`config.mk`:
```
export PLATFORM = sky130hd
export DESIGN_NAME = tcmc_tx_char_ctrl
export DESIGN_NICKNAME = d
export VERILOG_FILES = /design/src/design/tcmc_char_buf.v /design/src/design/tcmc_tx_char_ctrl.v
export VERILOG_INCLUDE_DIRS = /design/src /design/src/design
export SDC_FILE = /design/constraint.sdc
export NUM_CORES = 1
export LEC_CHECK = 0
export ABC_CLOCK_PERIOD_IN_PS = 9930
export BUFFER_PORTS_ARGS = -buffer_cell sky130_fd_sc_hd__buf_4
export CORE_MARGIN = 8
export CORE_UTILIZATION = 40
export CTS_CLUSTER_DIAMETER = 150
export DETAILED_ROUTE_END_ITERATION = 7
export PLACE_DENSITY = 0.64
export SLEW_MARGIN = 20
export SYNTH_ARGS = -nofsm -noshare
export SYNTH_HDL_FRONTEND = slang
export SYNTH_HIERARCHICAL = 1
export SYNTH_SLANG_ARGS = --single-unit
```
`constraint.sdc`:
```
create_clock -name clk -period 9.93 [get_ports clk]
set_input_delay 1.986 -clock clk [delete_from_list [all_inputs] [get_ports clk]]
set_output_delay 1.986 -clock clk [all_outputs]
set_load 0.05 [all_outputs]
```
`src/design/tcmc_defines.vh`:
```
// Purpose: Shared constants for the transmit character and mode control block
// Assumes: Three-level selects arrive as two-bit level codes per pin
// Notes:   Definitions only; included by bare name
`ifndef TCMC_DEFINES_VH
`define TCMC_DEFINES_VH

// Decoded three-level pin states (pin code 2'b11 decodes as high)
`define TCMC_LVL_L      2'h0
`define TCMC_LVL_M      2'h1
`define TCMC_LVL_H      2'h2

// Character kinds handed to the shifter side
`define TCMC_K_BYPASS   3'h0
`define TCMC_K_DATA     3'h1
`define TCMC_K_SPECIAL  3'h2
`define TCMC_K_FILL     3'h3
`define TCMC_K_SYNC     3'h4

// Control bit patterns
`define TCMC_CTL_DATA   2'h0
`define TCMC_CTL_FILL   2'h1
`define TCMC_CTL_SPEC   2'h2
`define TCMC_CTL_SYNC   2'h3

// Fields of the synchronised configuration word
`define TCMC_CFG_OP_LO  1:0
`define TCMC_CFG_OP_HI  3:2
`define TCMC_CFG_BOND   7:6
`define TCMC_CFG_CKSEL  9:8
`define TCMC_CFG_TBL    10

// Word sync sequence positions: first, second and last of 16
`define TCMC_SEQ_FIRST  4'h0
`define TCMC_SEQ_SECOND 4'h1
`define TCMC_SEQ_LAST   4'hf

// Geometry
`define TCMC_CHANS      4
`define TCMC_CHAR_W     8
`define TCMC_CODE_W     10
`define TCMC_KIND_W     3
`define TCMC_CNT_W      4

`endif

```
`src/design/tcmc_char_buf.v`:
```
// Purpose: Small FIFO between character selection and the shifter side
// Assumes: Single clock, synchronous active-high reset
// Notes:   Storage is flip-flops; full and empty come from a held count
`timescale 1ns/1ps
`default_nettype none

module tcmc_char_buf #(
    parameter WIDTH = 52,
    parameter DEPTH = 2,
    parameter AW    = 1
) (
    input  wire             clk,
    input  wire             rst,
    input  wire             in_valid,
    output wire             in_ready,
    input  wire [WIDTH-1:0] in_data,
    output wire             out_valid,
    input  wire             out_ready,
    output wire [WIDTH-1:0] out_data
);
    reg [WIDTH-1:0] mem_reg [0:DEPTH-1];
    reg [AW-1:0]    wr_ptr_reg;
    reg [AW-1:0]    rd_ptr_reg;
    reg [AW:0]      count_reg;
    wire            push;
    wire            pop;

    // Handshakes come from the held count, so a full buffer refuses even in a cycle that pops
    assign in_ready  = (count_reg != DEPTH[AW:0]);
    assign out_valid = (count_reg != {(AW+1){1'b0}});
    assign out_data  = mem_reg[rd_ptr_reg];
    assign push      = in_valid & in_ready;
    assign pop       = out_valid & out_ready;

    // Pointer wrap works for any depth, not only powers of two
    always @(posedge clk) begin
        if (rst) begin
            wr_ptr_reg <= {AW{1'b0}};
            rd_ptr_reg <= {AW{1'b0}};
            count_reg  <= {(AW+1){1'b0}};
        end else begin
            if (push) begin
                mem_reg[wr_ptr_reg] <= in_data;
                wr_ptr_reg <= (wr_ptr_reg == DEPTH[AW-1:0] - 1'b1) ? {AW{1'b0}} : wr_ptr_reg + 1'b1;
            end
            if (pop) begin
                rd_ptr_reg <= (rd_ptr_reg == DEPTH[AW-1:0] - 1'b1) ? {AW{1'b0}} : rd_ptr_reg + 1'b1;
            end
            if (push & ~pop) begin
                count_reg <= count_reg + 1'b1;
            end else if (pop & ~push) begin
                count_reg <= count_reg - 1'b1;
            end
        end
    end
endmodule // tcmc_char_buf

`default_nettype wire

```
`src/design/tcmc_tx_char_ctrl.v`:
```
// Purpose: Transmit character selection and mode control for four channels
// Assumes: Pins and pin clocks are asynchronous to clk and pass two flops;
//          the 8b/10b code tables sit downstream and read kind plus payload
// Notes:   One word per captured character; a full buffer drops the capture
//          and shows it by tx_char_ready low
//
// Summary of operation
// - Mode 0 passes ten captured bits unchanged
// - Bypass bit order a..j, a sent first
// - Bypass ignores table select, channels unlinked
// - Test modes emit fill, never lock up
// - Upper level mid atomic, high interruptible unless bonded
// - Modes 3,6: data, fill, word sync
// - Modes 4,7: data, fill, special code
// - Modes 5,8 unbonded: data, fill, special, sync
// - Atomic sequence runs 16, ignores inputs
// - Start sampled at end restarts sequence
// - Interruptible starts at once, continues on 00
// - Non-00 ends sequence, encodes presented character
// - Clock select picks reference or channel A clock
// - Dual bonding pairs A with B, C with D
// - Bonded pairs share bit 0, own bit 1
// - Channel B bit 0 starts A,B sync
// - Channel D bit 0 starts C,D sync
// - Quad bonding: A,B bit 0 rule all
// - Encoded modes tag characters for 8b/10b encoding
`timescale 1ns/1ps
`include "tcmc_defines.vh"
`default_nettype none

module tcmc_tx_char_ctrl #(
    parameter NCH    = `TCMC_CHANS,
    parameter BUF_DP = 2,
    parameter BUF_AW = 1
) (
    input  wire                                   clk,
    input  wire                                   rst,
    input  wire [3:0]                             tx_op_sel,
    input  wire [3:0]                             rx_bonding_sel,
    input  wire [1:0]                             tx_input_clk_sel,
    input  wire                                   special_code_table_sel,
    input  wire                                   reference_clock,
    input  wire                                   chan_a_input_clock,
    input  wire [NCH*`TCMC_CHAR_W-1:0]            tx_char_in,
    input  wire [NCH*2-1:0]                       tx_char_ctl,
    output wire                                   tx_char_ready,
    output wire                                   tx_code_valid,
    input  wire                                   tx_code_ready,
    output wire [NCH*`TCMC_KIND_W-1:0]            tx_code_kind,
    output wire [NCH*`TCMC_CODE_W-1:0]            tx_code_data,
    output reg  [3:0]                             tx_mode_num_reg,
    output reg  [NCH-1:0]                         seq_on_reg
);
    localparam CW = `TCMC_CHAR_W;
    localparam OW = `TCMC_CODE_W;
    localparam KW = `TCMC_KIND_W;
    localparam NW = `TCMC_CNT_W;
    localparam BW = NCH * (KW + OW);

    // Map a pin code onto a decoded level
    function [1:0] tcmc_lvl;
        input [1:0] pin;
        begin
            if (pin[1]) begin
                tcmc_lvl = `TCMC_LVL_H;
            end else if (pin[0]) begin
                tcmc_lvl = `TCMC_LVL_M;
            end else begin
                tcmc_lvl = `TCMC_LVL_L;
            end
        end
    endfunction

    // Kind requested by a control pattern in an encoded mode, by lower level
    function [KW-1:0] tcmc_kind;
        input [1:0] lo;
        input [1:0] c;
        begin
            if (lo == `TCMC_LVL_H) begin
                case (c)
                    `TCMC_CTL_DATA: tcmc_kind = `TCMC_K_DATA;
                    `TCMC_CTL_FILL: tcmc_kind = `TCMC_K_FILL;
                    `TCMC_CTL_SPEC: tcmc_kind = `TCMC_K_SPECIAL;
                    default:        tcmc_kind = `TCMC_K_SYNC;
                endcase
            end else if (!c[0]) begin
                tcmc_kind = `TCMC_K_DATA;
            end else if (!c[1]) begin
                tcmc_kind = `TCMC_K_FILL;
            end else if (lo == `TCMC_LVL_M) begin
                tcmc_kind = `TCMC_K_SPECIAL;
            end else begin
                tcmc_kind = `TCMC_K_SYNC;
            end
        end
    endfunction

    // Synchroniser stages: first flops feed only the second ones
    reg [10:0]           cfg_s1_reg;
    reg [10:0]           cfg_s2_reg;
    reg [1:0]            clk_s1_reg;
    reg [1:0]            clk_s2_reg;
    reg [1:0]            clk_s3_reg;
    reg [NCH*(CW+2)-1:0] dat_s1_reg;
    reg [NCH*(CW+2)-1:0] dat_s2_reg;

    reg [NCH-1:0]        seq_atom_reg;
    reg [NCH*NW-1:0]     seq_cnt_reg;
    reg [NCH-1:0]        seq_on_next;
    reg [NCH-1:0]        seq_atom_next;
    reg [NCH*NW-1:0]     seq_cnt_next;
    reg [NCH*KW-1:0]     kind_next;
    reg [NCH*OW-1:0]     code_next;

    wire [1:0]           op_hi;
    wire [1:0]           op_lo;
    wire [1:0]           bond_hi;
    wire [1:0]           cksel;
    wire                 tbl_sel;
    wire [NCH*CW-1:0]    chr;
    wire [NCH*2-1:0]     ctl;
    wire                 ref_rise;
    wire                 cha_rise;
    wire                 cap_edge;
    wire                 buf_in_ready;
    wire                 strobe;
    wire                 bonded;
    wire [BW-1:0]        buf_out;

    // Configuration, pin clocks and character pins all pass two flops
    always @(posedge clk) begin
        if (rst) begin
            cfg_s1_reg <= 11'h000;
            cfg_s2_reg <= 11'h000;
            clk_s1_reg <= 2'h0;
            clk_s2_reg <= 2'h0;
            clk_s3_reg <= 2'h0;
            dat_s1_reg <= {NCH*(CW+2){1'b0}};
            dat_s2_reg <= {NCH*(CW+2){1'b0}};
        end else begin
            cfg_s1_reg <= {special_code_table_sel, tx_input_clk_sel, rx_bonding_sel, tx_op_sel};
            cfg_s2_reg <= cfg_s1_reg;
            clk_s1_reg <= {chan_a_input_clock, reference_clock};
            clk_s2_reg <= clk_s1_reg;
            clk_s3_reg <= clk_s2_reg;
            dat_s1_reg <= {tx_char_ctl, tx_char_in};
            dat_s2_reg <= dat_s1_reg;
        end
    end

    // Selects are static in use; no glitch filtering is attempted
    assign op_lo   = tcmc_lvl(cfg_s2_reg[`TCMC_CFG_OP_LO]);
    assign op_hi   = tcmc_lvl(cfg_s2_reg[`TCMC_CFG_OP_HI]);
    assign bond_hi = tcmc_lvl(cfg_s2_reg[`TCMC_CFG_BOND]);
    assign cksel   = tcmc_lvl(cfg_s2_reg[`TCMC_CFG_CKSEL]);
    assign tbl_sel = cfg_s2_reg[`TCMC_CFG_TBL];
    assign chr     = dat_s2_reg[NCH*CW-1:0];
    assign ctl     = dat_s2_reg[NCH*(CW+2)-1:NCH*CW];

    // Character clock: rising edge of the selected pin clock
    assign ref_rise = clk_s2_reg[0] & ~clk_s3_reg[0];
    assign cha_rise = clk_s2_reg[1] & ~clk_s3_reg[1];
    assign cap_edge = (cksel == `TCMC_LVL_H) ? cha_rise : ref_rise;

    // A full buffer stalls capture; the sequencers wait with it
    assign strobe        = cap_edge & buf_in_ready;
    assign tx_char_ready = buf_in_ready;

    // Bonding only reshapes the combined-table modes 5 and 8
    assign bonded = (op_lo == `TCMC_LVL_H) && (bond_hi != `TCMC_LVL_L);

    // Per-channel character choice and word sync sequencing
    integer ch;
    integer ld;
    integer fw;
    reg [1:0]    c;
    reg [CW-1:0] d;
    reg [KW-1:0] rq;
    reg [NW-1:0] n;
    reg          grp_start;
    always @* begin
        seq_on_next   = seq_on_reg;
        seq_atom_next = seq_atom_reg;
        seq_cnt_next  = seq_cnt_reg;
        kind_next     = {NCH*KW{1'b0}};
        code_next     = {NCH*OW{1'b0}};
        c  = 2'h0;
        d  = {CW{1'b0}};
        rq = `TCMC_K_DATA;
        n  = `TCMC_SEQ_FIRST;
        grp_start = 1'b0;
        ld = 0;
        fw = 0;
        for (ch = 0; ch < NCH; ch = ch + 1) begin
            c = ctl[ch*2 +: 2];
            d = chr[ch*CW +: CW];
            n = seq_cnt_reg[ch*NW +: NW];
            // Group lead and follower for bonded operation
            if (bond_hi == `TCMC_LVL_H) begin
                ld = 0;
            end else begin
                ld = (ch / 2) * 2;
            end
            fw = ld + 1;
            if (op_hi == `TCMC_LVL_L) begin
                seq_on_next[ch] = 1'b0;
                if (op_lo == `TCMC_LVL_L) begin
                    // Raw ten bits, a..j from bit 0 upward; no table select
                    kind_next[ch*KW +: KW] = `TCMC_K_BYPASS;
                    code_next[ch*OW +: OW] = {c, d};
                end else begin
                    // Test codes: harmless idle fill, sequencers parked
                    kind_next[ch*KW +: KW] = `TCMC_K_FILL;
                end
            end else if (seq_on_reg[ch] && (seq_atom_reg[ch] || c == `TCMC_CTL_DATA)) begin
                // Running sequence; atomic ones ignore the input register
                kind_next[ch*KW +: KW] = `TCMC_K_SYNC;
                code_next[ch*OW +: OW] = {{(OW-NW){1'b0}}, n};
                seq_cnt_next[ch*NW +: NW] = n + 1'b1;
                if (n == `TCMC_SEQ_LAST) begin
                    seq_on_next[ch] = 1'b0;
                end
            end else begin
                // Idle, or an interruptible run cut short by non-00
                seq_on_next[ch] = 1'b0;
                if (bonded) begin
                    // Follower bit 0, or lead 11, starts the whole group
                    grp_start = ctl[fw*2] | (ctl[ld*2] & ctl[ld*2+1]);
                    rq = tcmc_kind(`TCMC_LVL_H, {c[1], ctl[ld*2]});
                    if (grp_start) begin
                        rq = `TCMC_K_SYNC;
                    end else if (rq == `TCMC_K_SYNC) begin
                        rq = `TCMC_K_FILL;
                    end
                end else begin
                    rq = tcmc_kind(op_lo, c);
                end
                kind_next[ch*KW +: KW] = rq;
                case (rq)
                    `TCMC_K_DATA: begin
                        code_next[ch*OW +: OW] = {2'h0, d};
                    end
                    `TCMC_K_SPECIAL: begin
                        code_next[ch*OW +: OW] = {tbl_sel, 1'b0, d};
                    end
                    `TCMC_K_SYNC: begin
                        // First character goes out now; bonded runs are atomic
                        seq_on_next[ch] = 1'b1;
                        seq_atom_next[ch] = (op_hi == `TCMC_LVL_M) | bonded;
                        seq_cnt_next[ch*NW +: NW] = `TCMC_SEQ_SECOND;
                        code_next[ch*OW +: OW] = {{(OW-NW){1'b0}}, `TCMC_SEQ_FIRST};
                    end
                    default: begin
                        code_next[ch*OW +: OW] = {OW{1'b0}};
                    end
                endcase
            end
        end
    end

    // Sequencer state moves only on an accepted character clock
    always @(posedge clk) begin
        if (rst) begin
            seq_on_reg      <= {NCH{1'b0}};
            seq_atom_reg    <= {NCH{1'b0}};
            seq_cnt_reg     <= {NCH*NW{1'b0}};
            tx_mode_num_reg <= 4'h0;
        end else begin
            tx_mode_num_reg <= {op_hi, 2'h0} - {2'h0, op_hi} + {2'h0, op_lo} + {op_hi, 2'h0} - {op_hi, 2'h0};
            if (strobe) begin
                seq_on_reg   <= seq_on_next;
                seq_atom_reg <= seq_atom_next;
                seq_cnt_reg  <= seq_cnt_next;
            end
        end
    end

    // Two-entry buffer holds two words for a stalled shifter side; later captures drop
    tcmc_char_buf #(
        .WIDTH (BW),
        .DEPTH (BUF_DP),
        .AW    (BUF_AW)
    ) u_buf (
        .clk       (clk),
        .rst       (rst),
        .in_valid  (cap_edge),
        .in_ready  (buf_in_ready),
        .in_data   ({kind_next, code_next}),
        .out_valid (tx_code_valid),
        .out_ready (tx_code_ready),
        .out_data  (buf_out)
    );

    assign tx_code_kind = buf_out[BW-1:NCH*OW];
    assign tx_code_data = buf_out[NCH*OW-1:0];
endmodule // tcmc_tx_char_ctrl

`default_nettype wire

```
# == Word-level counts from Yosys, hierarchy flattened ==
# Memories as Yosys holds them, arrays and structs flattened. A register that Yosys moved wholly into a read port is not among the register bits.
# Cells that the tools add are included.
# word_totals
register_bits,140
out_inout_bits,62
mem_count,1
ramBits,104
# op_classes
reduce_logical,37
mux,129
magnitude_cmp,3
add_sub_neg,14
n_bitwise,20
eq_ne,44
# memory_table
name,depth,word_bits,read_ports,rd_ports_with_merged_regs,write_ports,line_no,text
u_buf.mem_reg,2,52,1,1,1,tcmc_char_buf.v:21,reg [WIDTH-1:0] mem_reg [0:DEPTH-1];
# op_table
operator,n
3-bit two-way mux,53
10-bit two-way mux,12
"32-bit by 5-bit < comparator with 1-bit output, second input constant",3
10-bit case mux with 2 select lines,4
3-bit case mux with 3 select lines,7
1-bit two-way mux,34
"32-bit by 2-bit adder with 32-bit output, second input constant",1
4-bit two-way mux,8
"31-bit by 2-bit adder with 31-bit output, second input constant",1
"3-bit equality test, second input constant",8
"2-bit equality test, second input constant",10
"2-bit by 1-bit equality test with 1-bit output, second input constant",9
2-bit zero test,9
"4-bit by 1-bit adder with 4-bit output, second input constant",4
"4-bit equality test, second input constant",4
2-bit two-way mux,8
4-bit AND reduction,4
2-bit nonzero test,7
"3-bit by 1-bit equality test with 1-bit output, second input constant",4
"3-bit by 2-bit equality test with 1-bit output, second input constant",4
3-bit AND reduction,4
"3-bit by 2-bit != test with 1-bit output, second input constant",3
1-bit NOT,9
1-bit bitwise AND,8
15 further kinds,29

# == Longest topological paths before layout ==
# depth
depth_word,22
mapped_depth,8
ltp_nobuf,8

# == By module ==
# The synthesis kept the hierarchy.
# by_module_without_submodules
mod,n_inst,area_per_inst_um2,cells_per_inst
tcmc_tx_char_ctrl,1,5313.8,541
tcmc_char_buf,1,3966.3,189

# == Least setup slack after synthesis ==
# No wires, ideal clock.
# synth_timing
path_kind,input to register
startpoint,input rst
endpoint,"memory u_buf.mem_reg[1][0], enable pin"
setup_slack_ps,3566
setup_ps,538
arrival_ps,5826
cell_stages,1
n_path_buf,0
t_required_ps,9392
path_cell_list,nor3b_1
# synth_between
elab_chain_cells,2
# synth_rtl
element,line_no,text
start: declaration,tcmc_tx_char_ctrl.v:37,"input wire rst,"
1-bit two-way mux,tcmc_char_buf.v:37,if (rst) begin
1-bit two-way mux (implied by the code),tcmc_char_buf.v:43,mem_reg[wr_ptr_reg] <= in_data;
end: declaration,tcmc_char_buf.v:21,
# No other way between the ends.

==> impl_metrics.yaml <==
run_status:
  outcome: "finished clean"
worst_setup_path:
  worstPathRequired_ns: 7.94
  path_cells: "buf_4, mux2_2, buf_4"
  crit_type: "register to output pin"
  cpPeakStageDelay_ns: 0.61
  critPathSlowestCell: "buf_4"
  cp_max_fo: 52
  crit_cells: 3
  rr_worst_depth: 6
  crit_path_start_kind: "register"
  crit_buf_inv: 2
  end_kind: "output pin"
  cp_common_cell: "buf_4"
  cp_top_family: "buffers and inverters"
  cp.arrival_ns: 2.08
layout:
  antenna_cells: 0
  final_nets: 927
  fillers: 2009
  drive_gt1_share_pct: 28.2
  area_growth_pct: 22.6
  largest_reg_flops: 104
sta:
  clock_skew_ns: 0.00849
  slew_headroom_pct: 33.7
  drv_slew: 0
  finalSetupTns_ns: 0
  hold_viol: 0
  period_minus_slack_ns: 4.07
  fin_crit_sh_pct: 41.0
  tightest_slew_ns: 0.992
  rsz0062_at_grt: "no"
  setup_viol: 0
  max_clock_freq_ghz: 0.246
placement:
  io_buffers: 114
  gp_congestion: 0.840
  dp.final_hpwl_microns: 12100
global_route:
  grt_max_degree: 73
  gr-usage-met1_pct: 16.9
  grtUsageMet3_pct: 3.09
  grt_use_met2_pct: 21.5
  grt_pass1_wl_microns: 29800
  grt_pass1_vias: 5590
  antenna_found_initial: 0
  grt_overflow: 0
  top_usage_layer: "met2"
  grt_usage_pct: 13.0
yosys:
  ys_types: 77
  synth-async-reset-ratio_pct: 0
  ys_seq_area_share_pct: 62.8
  ys_seq_elements: 239
  yosysWarnings: 6
  synth-edff-count: 104
  syn-num-nets: 808
  syn_avg_cell_area_sq_um: 12.7
  synthFlopType: "dfxtp_1"
  synthCells: 730
  syn-cell-area_sq_um: 9280
floorplanning:
  die_w_microns: 168
  io_pins: 118
  initial_core_util_pct: 40.9
  die-area_sq_um: 28300
  die-height_microns: 168
  core-area_sq_um: 22700
  rows: 55
routing:
  first_pass_iters: 4
  wl_microns: 19000
  routed-via-count: 5617
  ant_nets: 0
  vias_per_cell: 4.87
  route.detailed.wl_per_inst_microns: 16.5
  drc_errors: 0
  drt_iter0_markers: 223
power_and_ir_drop:
  irDropWorstVdd_mv: 0.135
  p_leak_nw: 4.32
  finalPower_mw: 2.63
  power_density_nw_per_um2: 231
clocking:
  cts_tree: "yes"
  cts_made_buffers: 25
  clock_latency_ns: 0.52
  cts_resized: 0
  cts_buffer_depth: 3
  clock_sinks: 239
  clkSlewWorstSetupHoldPaths_ns: 0.06
  htreeDepth: 1
  ctsHoldBuffers: 0
  cts_root_buf: "clkbuf_16"
  post-cts-setup-buffers: 0
hold_path:
  min_path_type: "register to register"
  whs_path_depth: 1
run:
  cap_violations: 0
==> worst register-to-register path, stage by stage, from the launching register on <==
cell and delay, ns:
dfxtp_1 0.77, or3b_4 0.51, o32a_1 0.39, xor2_1 0.15
a21oi_1 0.16, o21ai_2 0.17, a22o_1 0.32
==> logic make-up after synthesis <==
logic type | after synthesis | share of synthesized area [%]
flip-flops | 239 | 62.8
XOR/XNOR | 11 | 1.04
adder cells (fa/ha/maj) | 22 | 3.05
multiplexers | 57 | 6.85
AND/OR/NAND/NOR | 249 | 15.2
buffers and inverters | 39 | 1.86
AO/OA/AOI/OAI | 113 | 9.20
==> cells in the mapped netlist, drive strengths merged, types with 2 or more instances <==
cell type / n / share of area [%]
o31a: 2 / 0.20
a311oi: 6 / 0.63
nand3b: 2 / 0.16
or3b: 2 / 0.22
or4b: 2 / 0.22
a22o: 16 / 1.5
nor2: 39 / 1.6
inv: 13 / 0.53
o32ai: 3 / 0.49
o211ai: 2 / 0.22
or2: 4 / 0.30
dfxtp: 135 / 29
or3: 7 / 0.53
a21boi: 3 / 0.24
nand2b: 9 / 0.61
nand2: 32 / 1.3
mux2i: 5 / 0.54
xnor2: 3 / 0.28
edfxtp: 104 / 34
o21a: 3 / 0.24
clkbuf: 14 / 0.57
nor3: 10 / 0.59
o31ai: 3 / 0.44
a21oi: 28 / 1.6
nor2b: 105 / 7.1
nand4: 2 / 0.13
xor2: 8 / 0.76
o21bai: 2 / 0.16
o21ai: 27 / 1.7
buf: 11 / 0.66
o21ba: 2 / 0.22
mux2: 52 / 6.3
a21o: 2 / 0.16
nor3b: 3 / 0.30
ha: 21 / 2.8
a32oi: 2 / 0.19
and2: 17 / 1.2
nand3: 9 / 0.49
a211oi: 3 / 0.24
==> per-layer routing <==
| layer | part of all wire (%) | wire (microns) |
|---|---|---|
| met3 | 5.8 | 1090 |
| met4 | 1.2 | 236 |
| met5 | 0 | 0 |
| met2 | 47 | 8870 |
| met1 | 46 | 8780 |
==> cell type report <==
cell class,count,area (sq um),share of cell area (%)
clock inverter,14,215,1.89
inverter,13,48.8,0.429
multi-input combinational,452,3290,28.9
tap,285,357,3.13
clock buffer,32,756,6.64
sequential,239,5830,51.2
timing repair buffer,118,886,7.78
==> worst paths after layout <==
kind | startpoint | to | slack (ns)
setup reg to reg | cfg_s2_reg[1] | u_buf/mem_reg[0][33] | 7.20
setup / recovery | register | tx_code_data[21] | 5.86
hold reg to reg | dat_s1_reg[25] | dat_s2_reg[25] | 0.43
hold / removal | dat_s1_reg[25] | dat_s2_reg[25] | 0.43
==> cell usage in the layout (no fill, tap or decap), types with 6 or more instances in the layout <==
master / count
o21ai_0: 15
a22o_1: 16
xor2_1: 8
buf_4: 118
mux2_2: 52
and2_1: 16
nand2b_1: 9
a21oi_1: 27
o21ai_1: 7
nand2_1: 32
or3_1: 6
clkbuf_16: 28
nor2b_1: 105
nand3_1: 9
nor3_1: 8
ha_1: 21
dfxtp_1: 134
edfxtp_1: 104
nor2_1: 37
inv_1: 12
==> metrics by stage <==
step | cell area, sq um | utilization, % | setup WS (ns) | std cells | hold slack (ns)
global placement | 10400 | 45.8 | 6.23 | 1107 | 0.417
global route | 11400 | 50.1 | 5.75 | 1153 | 0.445
CTS | 11400 | 50.1 | 5.80 | 1153 | 0.434
finish | 11400 | 50.1 | 5.86 | 1153 | 0.430
detailed placement | 10400 | 45.8 | 6.22 | 1107 | 0.422
floorplan | 9280 | - | 3.57 | 730 | 0.414
==> power breakdown <==
group          switching, mW  total [mW]  internal (mW)
Sequential            0.0151        1.08           1.06
Clock                  0.388        1.06          0.672
Combinational          0.322       0.494          0.173
No activity file was read; power rests on OpenSTA's default activity.
